$ cat config.mk
export PLATFORM = sky130hd
export DESIGN_NAME = tmc_timer
export DESIGN_NICKNAME = d
export VERILOG_FILES = /design/src/inc/tmc_pkg.sv /design/src/core/tmc_timer.sv /design/src/core/tmc_prescale.sv /design/src/core/tmc_capfilt.sv
export SDC_FILE = /design/constraint.sdc
export NUM_CORES = 1
export LEC_CHECK = 0
export BUFFER_PORTS_ARGS = -buffer_cell sky130_fd_sc_hd__buf_4
export CAP_MARGIN = 20
export CORE_UTILIZATION = 40
export CTS_CLUSTER_DIAMETER = 40
export DETAILED_ROUTE_END_ITERATION = 6
export GPL_TIMING_DRIVEN = 0
export SYNTH_ARGS = -nofsm -noshare
export SYNTH_HDL_FRONTEND = slang
export SYNTH_SLANG_ARGS = --single-unit
$ cat constraint.sdc
create_clock -name hclk -period 4.72 [get_ports hclk]
set_input_delay 0.944 -clock hclk [delete_from_list [all_inputs] [get_ports hclk]]
set_output_delay 0.944 -clock hclk [all_outputs]
set_load 0.1 [all_outputs]
$ cat src/inc/tmc_pkg.sv
// Register map, mode table and shared types of the timer control block.
// Contract
// - Mode select joins ctrl A[1:0], B[4:3].
// - Normal 0xFFFF; 8/9/10-bit modes fixed TOP.
// - Modes 4,9,11,15 compare A TOP; 8,10,12,14 capture.
// - Buffer update and overflow point follow mode.
// - Filter needs four equal samples to change.
// - Edge select: zero falling, one rising.
// - Capture copies counter, sets flag, interrupts.
// - Capture off while capture register is TOP.
// - Clock select 000 stops; 001 passes clock; 010-101 divide it.
// - Codes 110/111 count external pin edges.
// - Force strobe fires match in non-PWM modes.
// - Forced match: no interrupt, no CTC clear.
// - Force bits hold nothing, read zero.
// - Counter write blocks next timer-clock match.
// - Wide writes and counter/capture reads go through shared high-byte latch.
package tmc_pkg;
   // Register indices; the byte address is four times the index.
   localparam logic [7:0] IDX_WAVE   = 8'h90;
   localparam logic [7:0] IDX_CAPCLK = 8'h91;
   localparam logic [7:0] IDX_FORCE  = 8'h92;
   localparam logic [7:0] IDX_CNT_L  = 8'h94;
   localparam logic [7:0] IDX_CNT_H  = 8'h95;
   localparam logic [7:0] IDX_CAP_L  = 8'h96;
   localparam logic [7:0] IDX_CAP_H  = 8'h97;
   localparam logic [7:0] IDX_CMPA_L = 8'h98;
   localparam logic [7:0] IDX_CMPA_H = 8'h99;
   localparam logic [7:0] IDX_CMPB_L = 8'h9A;
   localparam logic [7:0] IDX_CMPB_H = 8'h9B;
   localparam logic [7:0] IDX_STATUS = 8'h9C;
   localparam logic [7:0] IDX_MASK   = 8'h9D;
   localparam logic [7:0] REG_RESET  = 8'h00;
   // Field positions.
   localparam int FLD_FILTER_EN = 7;
   localparam int FLD_EDGE_SEL  = 6;
   localparam int FLD_FORCE_A   = 7;
   localparam int FLD_FORCE_B   = 6;
   // Status and mask bit positions.
   localparam int ST_OVF  = 0;
   localparam int ST_CMPA = 1;
   localparam int ST_CMPB = 2;
   localparam int ST_CAP  = 3;
   localparam int ST_W    = 4;
   // Counter limits and fixed TOP values.
   localparam logic [15:0] CNT_BOTTOM = 16'h0000;
   localparam logic [15:0] CNT_MAX    = 16'hFFFF;
   localparam logic [15:0] TOP_8BIT   = 16'h00FF;
   localparam logic [15:0] TOP_9BIT   = 16'h01FF;
   localparam logic [15:0] TOP_10BIT  = 16'h03FF;
   // Prescaler divide masks and capture filter length.
   localparam logic [9:0] DIV8_MASK    = 10'h007;
   localparam logic [9:0] DIV64_MASK   = 10'h03F;
   localparam logic [9:0] DIV256_MASK  = 10'h0FF;
   localparam logic [9:0] DIV1024_MASK = 10'h3FF;
   localparam int         FILTER_LEN   = 4;

   typedef enum logic [1:0] {TOP_FIXED, TOP_CMPA, TOP_CAP} tmc_topsrc_t;
   typedef enum logic [1:0] {AT_IMM, AT_TOP, AT_BOTTOM, AT_MAX} tmc_at_t;
   typedef enum logic [1:0] {DIR_UP = 2'b01, DIR_DOWN = 2'b10} tmc_dir_t;

   typedef struct packed {
      logic        pwm;
      logic        dual;
      tmc_topsrc_t src;
      logic [15:0] fixed_top;
      tmc_at_t     upd;
      tmc_at_t     ovf;
   } tmc_mode_t;

   function automatic tmc_mode_t tmc_decode(input logic [3:0] m);
      tmc_mode_t r;
      r = '{1'b0, 1'b0, TOP_FIXED, CNT_MAX, AT_IMM, AT_MAX};
      case (m)
         4'd1, 4'd2, 4'd3: r = '{1'b1, 1'b1, TOP_FIXED, CNT_MAX, AT_TOP,
                                 AT_BOTTOM};
         4'd4:  r.src = TOP_CMPA;
         4'd5, 4'd6, 4'd7: r = '{1'b1, 1'b0, TOP_FIXED, CNT_MAX, AT_BOTTOM,
                                 AT_TOP};
         4'd8:  r = '{1'b1, 1'b1, TOP_CAP, CNT_MAX, AT_BOTTOM, AT_BOTTOM};
         4'd9:  r = '{1'b1, 1'b1, TOP_CMPA, CNT_MAX, AT_BOTTOM, AT_BOTTOM};
         4'd10: r = '{1'b1, 1'b1, TOP_CAP, CNT_MAX, AT_TOP, AT_BOTTOM};
         4'd11: r = '{1'b1, 1'b1, TOP_CMPA, CNT_MAX, AT_TOP, AT_BOTTOM};
         4'd12: r.src = TOP_CAP;
         4'd14: r = '{1'b1, 1'b0, TOP_CAP, CNT_MAX, AT_BOTTOM, AT_TOP};
         4'd15: r = '{1'b1, 1'b0, TOP_CMPA, CNT_MAX, AT_BOTTOM, AT_TOP};
         default: r.src = TOP_FIXED;
      endcase
      if (m[1:0] == 2'd1 && !m[3])
         r.fixed_top = TOP_8BIT;
      else if (m[1:0] == 2'd2 && !m[3])
         r.fixed_top = TOP_9BIT;
      else if (m[1:0] == 2'd3 && !m[3])
         r.fixed_top = TOP_10BIT;
      return r;
   endfunction
endpackage

$ cat src/core/tmc_timer.sv
// Timer control: AHB-Lite registers, mode decode, counter and capture.
//
// Implementation choice: the AHB-Lite slave port.
`timescale 1ns/10ps
`default_nettype none
module tmc_timer
   import tmc_pkg::*;
(
   input  wire logic        hclk,                 // Bus clock, 10 MHz.
   input  wire logic        hresetn,              // Async reset, low.
   input  wire logic        hsel,                 // Slave select.
   input  wire logic [31:0] haddr,                // Byte address.
   input  wire logic [1:0]  htrans,               // Transfer type.
   input  wire logic        hwrite,               // Write when high.
   input  wire logic [2:0]  hsize,                // Word only.
   input  wire logic [31:0] hwdata,               // Write data.
   input  wire logic        hready,               // Bus ready.
   output logic             hreadyout,            // Always ready.
   output logic             hresp,                // Always OKAY.
   output logic [31:0]      hrdata,               // Read data.
   input  wire logic        capture_input_pin,    // Capture input.
   input  wire logic        external_count_pin,   // External count.
   output logic             irq,                  // Level interrupt.
   output logic             wave_evt_a,           // Channel A match.
   output logic             wave_evt_b,           // Channel B match.
   output logic [1:0]       compare_output_mode_a, // Channel A action.
   output logic [1:0]       compare_output_mode_b, // Channel B action.
   output logic [15:0]      counter_value,        // Counter.
   output logic [3:0]       wave_mode_sel         // Joined mode select.
);
   typedef struct packed {
      logic [7:0]      wave;
      logic [7:0]      capclk;
      logic [15:0]     cnt;
      tmc_dir_t        dir;
      logic [15:0]     icr;
      logic [15:0]     ocra_buf;
      logic [15:0]     ocra;
      logic [15:0]     ocrb_buf;
      logic [15:0]     ocrb;
      logic [7:0]      temp;
      logic [ST_W-1:0] status;
      logic [ST_W-1:0] mask;
      logic            block;
      logic            dph_wr;
      logic            dph_rd;
      logic [7:0]      dph_idx;
      logic            evt_a;
      logic            evt_b;
   } tmc_state_t;

   tmc_state_t      s_q;
   tmc_state_t      s_d;
   tmc_mode_t       md;
   logic [15:0]     top;
   logic            tick;
   logic            cap_raw;
   logic            cap_evt;
   logic            match_a;
   logic            match_b;
   logic            force_a;
   logic            force_b;
   logic            at_top;
   logic            at_bot;
   logic            upd_now;
   logic            ovf_now;
   logic [7:0]      wd;
   logic [7:0]      rd;
   logic [ST_W-1:0] st_set;
   logic [ST_W-1:0] st_clr;

   tmc_prescale u_prescale (
      .hclk               (hclk),
      .hresetn            (hresetn),
      .count_clock_sel    (s_q.capclk[2:0]),
      .external_count_pin (external_count_pin),
      .tick               (tick)
   );

   tmc_capfilt #(.LEN(FILTER_LEN)) u_capfilt (
      .hclk              (hclk),
      .hresetn           (hresetn),
      .capture_input_pin (capture_input_pin),
      .filter_en         (s_q.capclk[FLD_FILTER_EN]),
      .edge_sel          (s_q.capclk[FLD_EDGE_SEL]),
      .cap_evt           (cap_raw)
   );

   assign wave_mode_sel = {s_q.capclk[4:3], s_q.wave[1:0]};
   assign md            = tmc_decode(wave_mode_sel);
   assign wd            = hwdata[7:0];

   always_comb begin
      case (md.src)
         TOP_CMPA: top = s_q.ocra;
         TOP_CAP:  top = s_q.icr;
         default:  top = md.fixed_top;
      endcase
   end

   // The pin is ignored while the capture register is the TOP value.
   assign cap_evt = cap_raw && (md.src != TOP_CAP);
   assign at_top  = s_q.cnt == top;
   assign at_bot  = s_q.cnt == CNT_BOTTOM;
   assign match_a = tick && !s_q.block && s_q.cnt == s_q.ocra;
   assign match_b = tick && !s_q.block && s_q.cnt == s_q.ocrb;
   assign force_a = s_q.dph_wr && s_q.dph_idx == IDX_FORCE
                    && wd[FLD_FORCE_A] && !md.pwm;
   assign force_b = s_q.dph_wr && s_q.dph_idx == IDX_FORCE
                    && wd[FLD_FORCE_B] && !md.pwm;

   always_comb begin
      case (md.upd)
         AT_TOP:    upd_now = tick && at_top;
         AT_BOTTOM: upd_now = tick && at_bot;
         default:   upd_now = 1'b1;
      endcase
      case (md.ovf)
         AT_TOP:    ovf_now = tick && at_top;
         AT_BOTTOM: ovf_now = tick && at_bot && s_q.dir == DIR_DOWN;
         default:   ovf_now = tick && s_q.cnt == CNT_MAX;
      endcase
   end

   always_comb begin
      st_set          = '0;
      st_set[ST_OVF]  = ovf_now;
      st_set[ST_CMPA] = match_a;
      st_set[ST_CMPB] = match_b;
      st_set[ST_CAP]  = cap_evt;
      st_clr          = '0;
      if (s_q.dph_wr && s_q.dph_idx == IDX_STATUS)
         st_clr = wd[ST_W-1:0];
   end

   always_comb begin
      s_d        = s_q;
      s_d.evt_a  = match_a || force_a;
      s_d.evt_b  = match_b || force_b;
      s_d.dph_wr = hsel && htrans[1] && hready && hwrite;
      s_d.dph_rd = hsel && htrans[1] && hready && !hwrite;
      if (hsel && htrans[1] && hready)
         s_d.dph_idx = haddr[9:2];
      if (tick) begin
         s_d.block = 1'b0;
         // Forced matches never reach this wrap, so CTC is not cleared.
         if (md.dual) begin
            if (s_q.dir == DIR_UP && s_q.cnt >= top) begin
               s_d.dir = DIR_DOWN;
               s_d.cnt = s_q.cnt - 16'h0001;
            end else if (s_q.dir == DIR_DOWN && at_bot) begin
               s_d.dir = DIR_UP;
               s_d.cnt = s_q.cnt + 16'h0001;
            end else if (s_q.dir == DIR_DOWN) begin
               s_d.cnt = s_q.cnt - 16'h0001;
            end else begin
               s_d.cnt = s_q.cnt + 16'h0001;
            end
         end else begin
            s_d.dir = DIR_UP;
            s_d.cnt = at_top ? CNT_BOTTOM : s_q.cnt + 16'h0001;
         end
      end
      if (upd_now) begin
         s_d.ocra = s_q.ocra_buf;
         s_d.ocrb = s_q.ocrb_buf;
      end
      if (cap_evt)
         s_d.icr = s_q.cnt;
      s_d.status = (s_q.status & ~st_clr) | st_set;
      if (s_q.dph_rd && s_q.dph_idx == IDX_CNT_L)
         s_d.temp = s_q.cnt[15:8];
      if (s_q.dph_rd && s_q.dph_idx == IDX_CAP_L)
         s_d.temp = s_q.icr[15:8];
      if (s_q.dph_wr) begin
         case (s_q.dph_idx)
            IDX_WAVE:   s_d.wave = wd;
            IDX_CAPCLK: s_d.capclk = wd;
            IDX_CNT_H, IDX_CAP_H, IDX_CMPA_H, IDX_CMPB_H:
               s_d.temp = wd;
            IDX_CNT_L: begin
               s_d.cnt   = {s_q.temp, wd};
               s_d.block = 1'b1;
            end
            IDX_CAP_L:  s_d.icr = {s_q.temp, wd};
            IDX_CMPA_L: s_d.ocra_buf = {s_q.temp, wd};
            IDX_CMPB_L: s_d.ocrb_buf = {s_q.temp, wd};
            IDX_MASK:   s_d.mask = wd[ST_W-1:0];
            default:    s_d.mask = s_q.mask;
         endcase
      end
   end

   always_ff @(posedge hclk or negedge hresetn) begin
      if (!hresetn) begin
         s_q        <= '0;
         s_q.wave   <= REG_RESET;
         s_q.capclk <= REG_RESET;
         s_q.dir    <= DIR_UP;
      end else begin
         s_q <= s_d;
      end
   end

   always_comb begin
      case (s_q.dph_idx)
         IDX_WAVE:   rd = s_q.wave;
         IDX_CAPCLK: rd = s_q.capclk;
         IDX_FORCE:  rd = 8'h00;
         IDX_CNT_L:  rd = s_q.cnt[7:0];
         IDX_CAP_L:  rd = s_q.icr[7:0];
         IDX_CNT_H, IDX_CAP_H: rd = s_q.temp;
         IDX_CMPA_L: rd = s_q.ocra_buf[7:0];
         IDX_CMPA_H: rd = s_q.ocra_buf[15:8];
         IDX_CMPB_L: rd = s_q.ocrb_buf[7:0];
         IDX_CMPB_H: rd = s_q.ocrb_buf[15:8];
         IDX_STATUS: rd = {{(8-ST_W){1'b0}}, s_q.status};
         IDX_MASK:   rd = {{(8-ST_W){1'b0}}, s_q.mask};
         default:    rd = 8'h00;
      endcase
   end

   assign hrdata                = s_q.dph_rd ? {24'h00_0000, rd} : '0;
   assign hreadyout             = 1'b1;
   assign hresp                 = 1'b0;
   assign irq                   = |(s_q.status & s_q.mask);
   assign wave_evt_a            = s_q.evt_a;
   assign wave_evt_b            = s_q.evt_b;
   assign compare_output_mode_a = s_q.wave[7:6];
   assign compare_output_mode_b = s_q.wave[5:4];
   assign counter_value         = s_q.cnt;
endmodule
`default_nettype wire

$ cat src/core/tmc_prescale.sv
// Clock source selection and prescaler that make the counter's tick.
`timescale 1ns/10ps
`default_nettype none
module tmc_prescale
   import tmc_pkg::*;
(
   input  wire logic       hclk,               // System clock.
   input  wire logic       hresetn,            // Async reset, active low.
   input  wire logic [2:0] count_clock_sel,    // Clock source code.
   input  wire logic       external_count_pin, // External count input.
   output logic            tick                // One-cycle count enable.
);
   logic [9:0] div_q;
   logic       pin_q;
   logic [9:0] mask;

   always_ff @(posedge hclk or negedge hresetn) begin
      if (!hresetn) begin
         div_q <= 10'h000;
         pin_q <= 1'b0;
      end else begin
         div_q <= div_q + 10'h001;
         pin_q <= external_count_pin;
      end
   end

   always_comb begin
      mask = DIV8_MASK;
      tick = 1'b0;
      case (count_clock_sel)
         3'b000: tick = 1'b0;
         3'b001: tick = 1'b1;
         3'b010: mask = DIV8_MASK;
         3'b011: mask = DIV64_MASK;
         3'b100: mask = DIV256_MASK;
         3'b101: mask = DIV1024_MASK;
         3'b110: tick = pin_q && !external_count_pin;
         3'b111: tick = !pin_q && external_count_pin;
         default: tick = 1'b0;
      endcase
      if (count_clock_sel inside {3'b010, 3'b011, 3'b100, 3'b101})
         tick = (div_q & mask) == mask;
   end
endmodule
`default_nettype wire

$ cat src/core/tmc_capfilt.sv
// Capture input noise filter and edge detector.
`timescale 1ns/10ps
`default_nettype none
module tmc_capfilt
   import tmc_pkg::*;
#(
   parameter int LEN = FILTER_LEN // Equal samples needed to change.
) (
   input  wire logic hclk,              // System clock.
   input  wire logic hresetn,           // Async reset, active low.
   input  wire logic capture_input_pin, // Capture input.
   input  wire logic filter_en,         // Filter enable.
   input  wire logic edge_sel,          // One: rising, zero: falling.
   output logic      cap_evt            // One-cycle capture event.
);
   logic [LEN-1:0] smp_q;
   logic           filt_q;
   logic           prev_q;
   logic           filt_d;

   always_comb begin
      filt_d = capture_input_pin;
      if (filter_en) begin
         filt_d = filt_q;
         if (&smp_q)
            filt_d = 1'b1;
         else if (~|smp_q)
            filt_d = 1'b0;
      end
   end

   always_ff @(posedge hclk or negedge hresetn) begin
      if (!hresetn) begin
         smp_q  <= '0;
         filt_q <= 1'b0;
         prev_q <= 1'b0;
      end else begin
         smp_q  <= {smp_q[LEN-2:0], capture_input_pin};
         filt_q <= filt_d;
         prev_q <= filt_q;
      end
   end

   // The filter costs LEN cycles of delay on the capture moment.
   assign cap_evt = edge_sel ? (filt_q && !prev_q) : (!filt_q && prev_q);
endmodule
`default_nettype wire

==> metrics.csv <==
metric,value,unit
CP max stage cell,dfrtp_1,
clk buf depth,2,
dpl hpwl,22500,µm
Tightest Pin Transition,0.992,ns
"non-filler cells, final",1394,
violated checks,design-rule violations,
DR vias,8151,
Avg WL per Cell,22.8,µm
Async SR Flop Fraction,1.00,
CTS tree,done,
DRT iter0 DRCs,939,
Syn-to-layout area delta,17.2,%
core region area,0.0234,mm²
Routed Antenna Nets,0,
Die Y,156,µm
Unique masters post-synth,68,
DRC,1,
row cnt,56,
path category of the worst min-delay check,register to register,
Tmin final,4.44,ns
clock edge transition at the registers on the reported setup and hold paths,0.07,ns
worst setup margin,0.283,ns
Syn Std Cell Area,0.00954,mm²
Placed Cells,1362,
setup slack at placement,-0.735,ns
synthesized instance count,964,
"top cells by area, synth","dfrtp_1 42%, mux2_2 12%, mux2i_1 4.3%",
register area share after synthesis,0.420,
utilization after layout,0.477,
first-pass GRT wire length,47600,µm
CTS sink cnt,160,
I/O pin count,137,
slew margin rel.,0.339,
PwrDens,406,mW/mm²
DIE AREA,0.0245,mm²
antenna violations before repair,2,
via/cell ratio,5.85,
final setup violation count,0,
Final Cycle Share,0.940,
final hold vios,0,
Max Slew Vio Count,0,
"slowest stage delay, CP",0.60,ns
Clock Latency Late Sink,0.43,ns
area of placed instances,0.0105,mm²
Num CTS Buffers,17,
outcome,"finished, violations left",
Post-synth EDFFs,0,
crit start category,register,
worst-path cell chain,"inv_1, nand2_1, nand3_1, o21ai_1, inv_1, ha_1, clkbuf_1, buf_2, a221o_1, ha_1, nand4_1, nor4_4, a22oi_1, o21bai_2, buf_2, mux2_2",
setup TNS,0,ns
H-tree levels,4,
Leakage,4.94,nW
cell taking the most area after synthesis,dfrtp_1,
fmax,0.225,GHz
count of input and output buffers,54,
placer congestion estimate,0.936,
layout cell share with drive strength beyond 1,0.260,
Detailed Route WL,31800,µm
drt first pass iters,7,
Setup CP Type,register to register,
Seq cells post-synth,160,
top cell type's share of synthesized area,0.417,
GR Overflow Total,0,
clk_skew,0.0117,ns
Die Width,156,µm
final net count,1163,
critical path data arrival time,4.75,ns
max_cap viols,0,
Initial Utilization,0.407,
GR Util All Layers,0.268,
CP Capture Type,register,
CTS Hold Buffers Added,0,
worst vdd ir,0.000248,V
diode count,0,
"Req. time, crit path",5.03,ns
CTS root buf,clkbuf_16,
worst-path maximum fanout,10,
vias in the first global route,7624,
yosys warns,0,
Final Cell Area,0.0112,mm²
top_reg_cell synth,dfrtp_1,
"Avg Cell Area, Syn",9.89,µm²
largest net degree at the start of global routing,103,
[worst paths after layout]
check,from,slack (ns),end,depth (start not counted)
min in group asynchronous,hresetn,0.45,s_q[105],1
min,u_capfilt.smp_q[1],0.38,u_capfilt.smp_q[2],0
max in group asynchronous,hresetn,3.34,counter_value[3],2
max,wave_mode_sel[1],0.28,s_q[30],16
max reg2reg,wave_mode_sel[1],0.28,s_q[30],16
min reg2reg,u_capfilt.smp_q[1],0.38,u_capfilt.smp_q[2],0
[power breakdown]
group          internal (mW)  switching, mW  total, mW
Clock                  0.814          0.640       1.45
Combinational          0.452          0.943       1.39
Sequential              1.50          0.185       1.69
[sequential cells by signal, indices dropped and copies added (netlist names)]
| name | count |
|---|---|
| wave_evt_b | 1 |
| counter_value | 16 |
| wave_evt_a | 1 |
| u_prescale.div_q | 10 |
| u_capfilt.smp_q | 4 |
| u_capfilt.prev_q | 1 |
| u_capfilt.filt_q | 1 |
| compare_output_mode_a | 2 |
| compare_output_mode_b | 2 |
| s_q | 117 |
| u_prescale.pin_q | 1 |
| wave_mode_sel | 4 |
[stage by stage]
| step | hold slack, ns | power [mW] |
|---|---|---|
| after CTS | 0.382 | 4.52 |
| after floorplan | 0.354 | 2.67 |
| final | 0.380 | 4.54 |
| after global routing | 0.404 | 4.71 |
| after global placement | 0.361 | 3.04 |
| after detailed placement | 0.368 | 3.06 |
[critical path, delay by kind of cell (launching register included)]
kind            cells  cell delay [ns]
fa+ha+maj           2             0.47
buf+inv             5             1.01
compound gates      4             0.98
mux                 1             0.38
simple gates        4             0.87
flops               1             0.60
[repair_timing]
item / 4_1_cts / 5_1_grt
buffers inserted: 0 / 3
resized for setup: 9 / 12
pin swaps: 1 / 2
setup endpoints to repair: 48 / 52
[Yosys cell counts (5+ instances only)]
cell type	instances
a21o_1	7
o21ai_0	37
nand2_1	72
a221o_1	7
nand4_1	12
a31oi_1	11
nor2_1	85
a22oi_1	17
a221oi_1	23
mux2_2	100
nand3_1	20
nor4_1	14
and3_1	7
inv_1	16
a21oi_1	55
clkbuf_1	44
nand2b_1	6
dfrtp_1	159
xor2_1	38
ha_1	25
buf_4	50
mux2i_1	41
a211oi_1	6
o211ai_1	6
or2_2	5
xnor2_1	5
buf_2	6
nor3_1	17
[cell type report]
type | instances | area [µm²]
plain buffers | 105 | 613
repair buffers | 58 | 463
multi-input cells | 703 | 5020
clock inverters | 14 | 171
inverters | 17 | 63.8
clock buffers | 18 | 439
well taps | 319 | 399
fillers | 2246 | 12200
flip-flops and latches | 160 | 4010
[per-layer routing]
layer | global-route usage | up-vias | share of wire
li1 | - | 3626 | -
met1 | 0.371 | 4031 | 0.43
met2 | 0.415 | 436 | 0.46
met3 | 0.0474 | 56 | 0.085
met4 | 0.103 | 2 | 0.029
met5 | 0 | - | 0.00041
[cell usage in the layout (no fill, tap or decap), types with 11 or more instances in the layout]
cell	count
a21oi_1	54
nand2_1	72
o21ai_0	35
nand4_1	12
nand3_1	20
a31oi_1	11
conb_1	26
mux2_2	100
nor4_1	14
mux2i_1	41
a221oi_1	20
inv_1	16
buf_4	106
clkbuf_1	38
nor3_1	14
nor2_1	85
xor2_1	38
ha_1	25
a22oi_1	17
dfrtp_1	159
clkbuf_16	17
[cell families after synthesis]
logic type | Yosys count | share of synthesized area
adders and majority gates | 25 | 0.0328
DFF | 160 | 0.420
muxes | 141 | 0.161
other | 2 | 0.000788
buffers and inverters | 125 | 0.0715
AOI/OAI and AO/OA | 202 | 0.142
xor gates and xnor gates | 43 | 0.0395
and+or+nand+nor | 266 | 0.132
No activity file was read; power rests on OpenSTA's default activity.
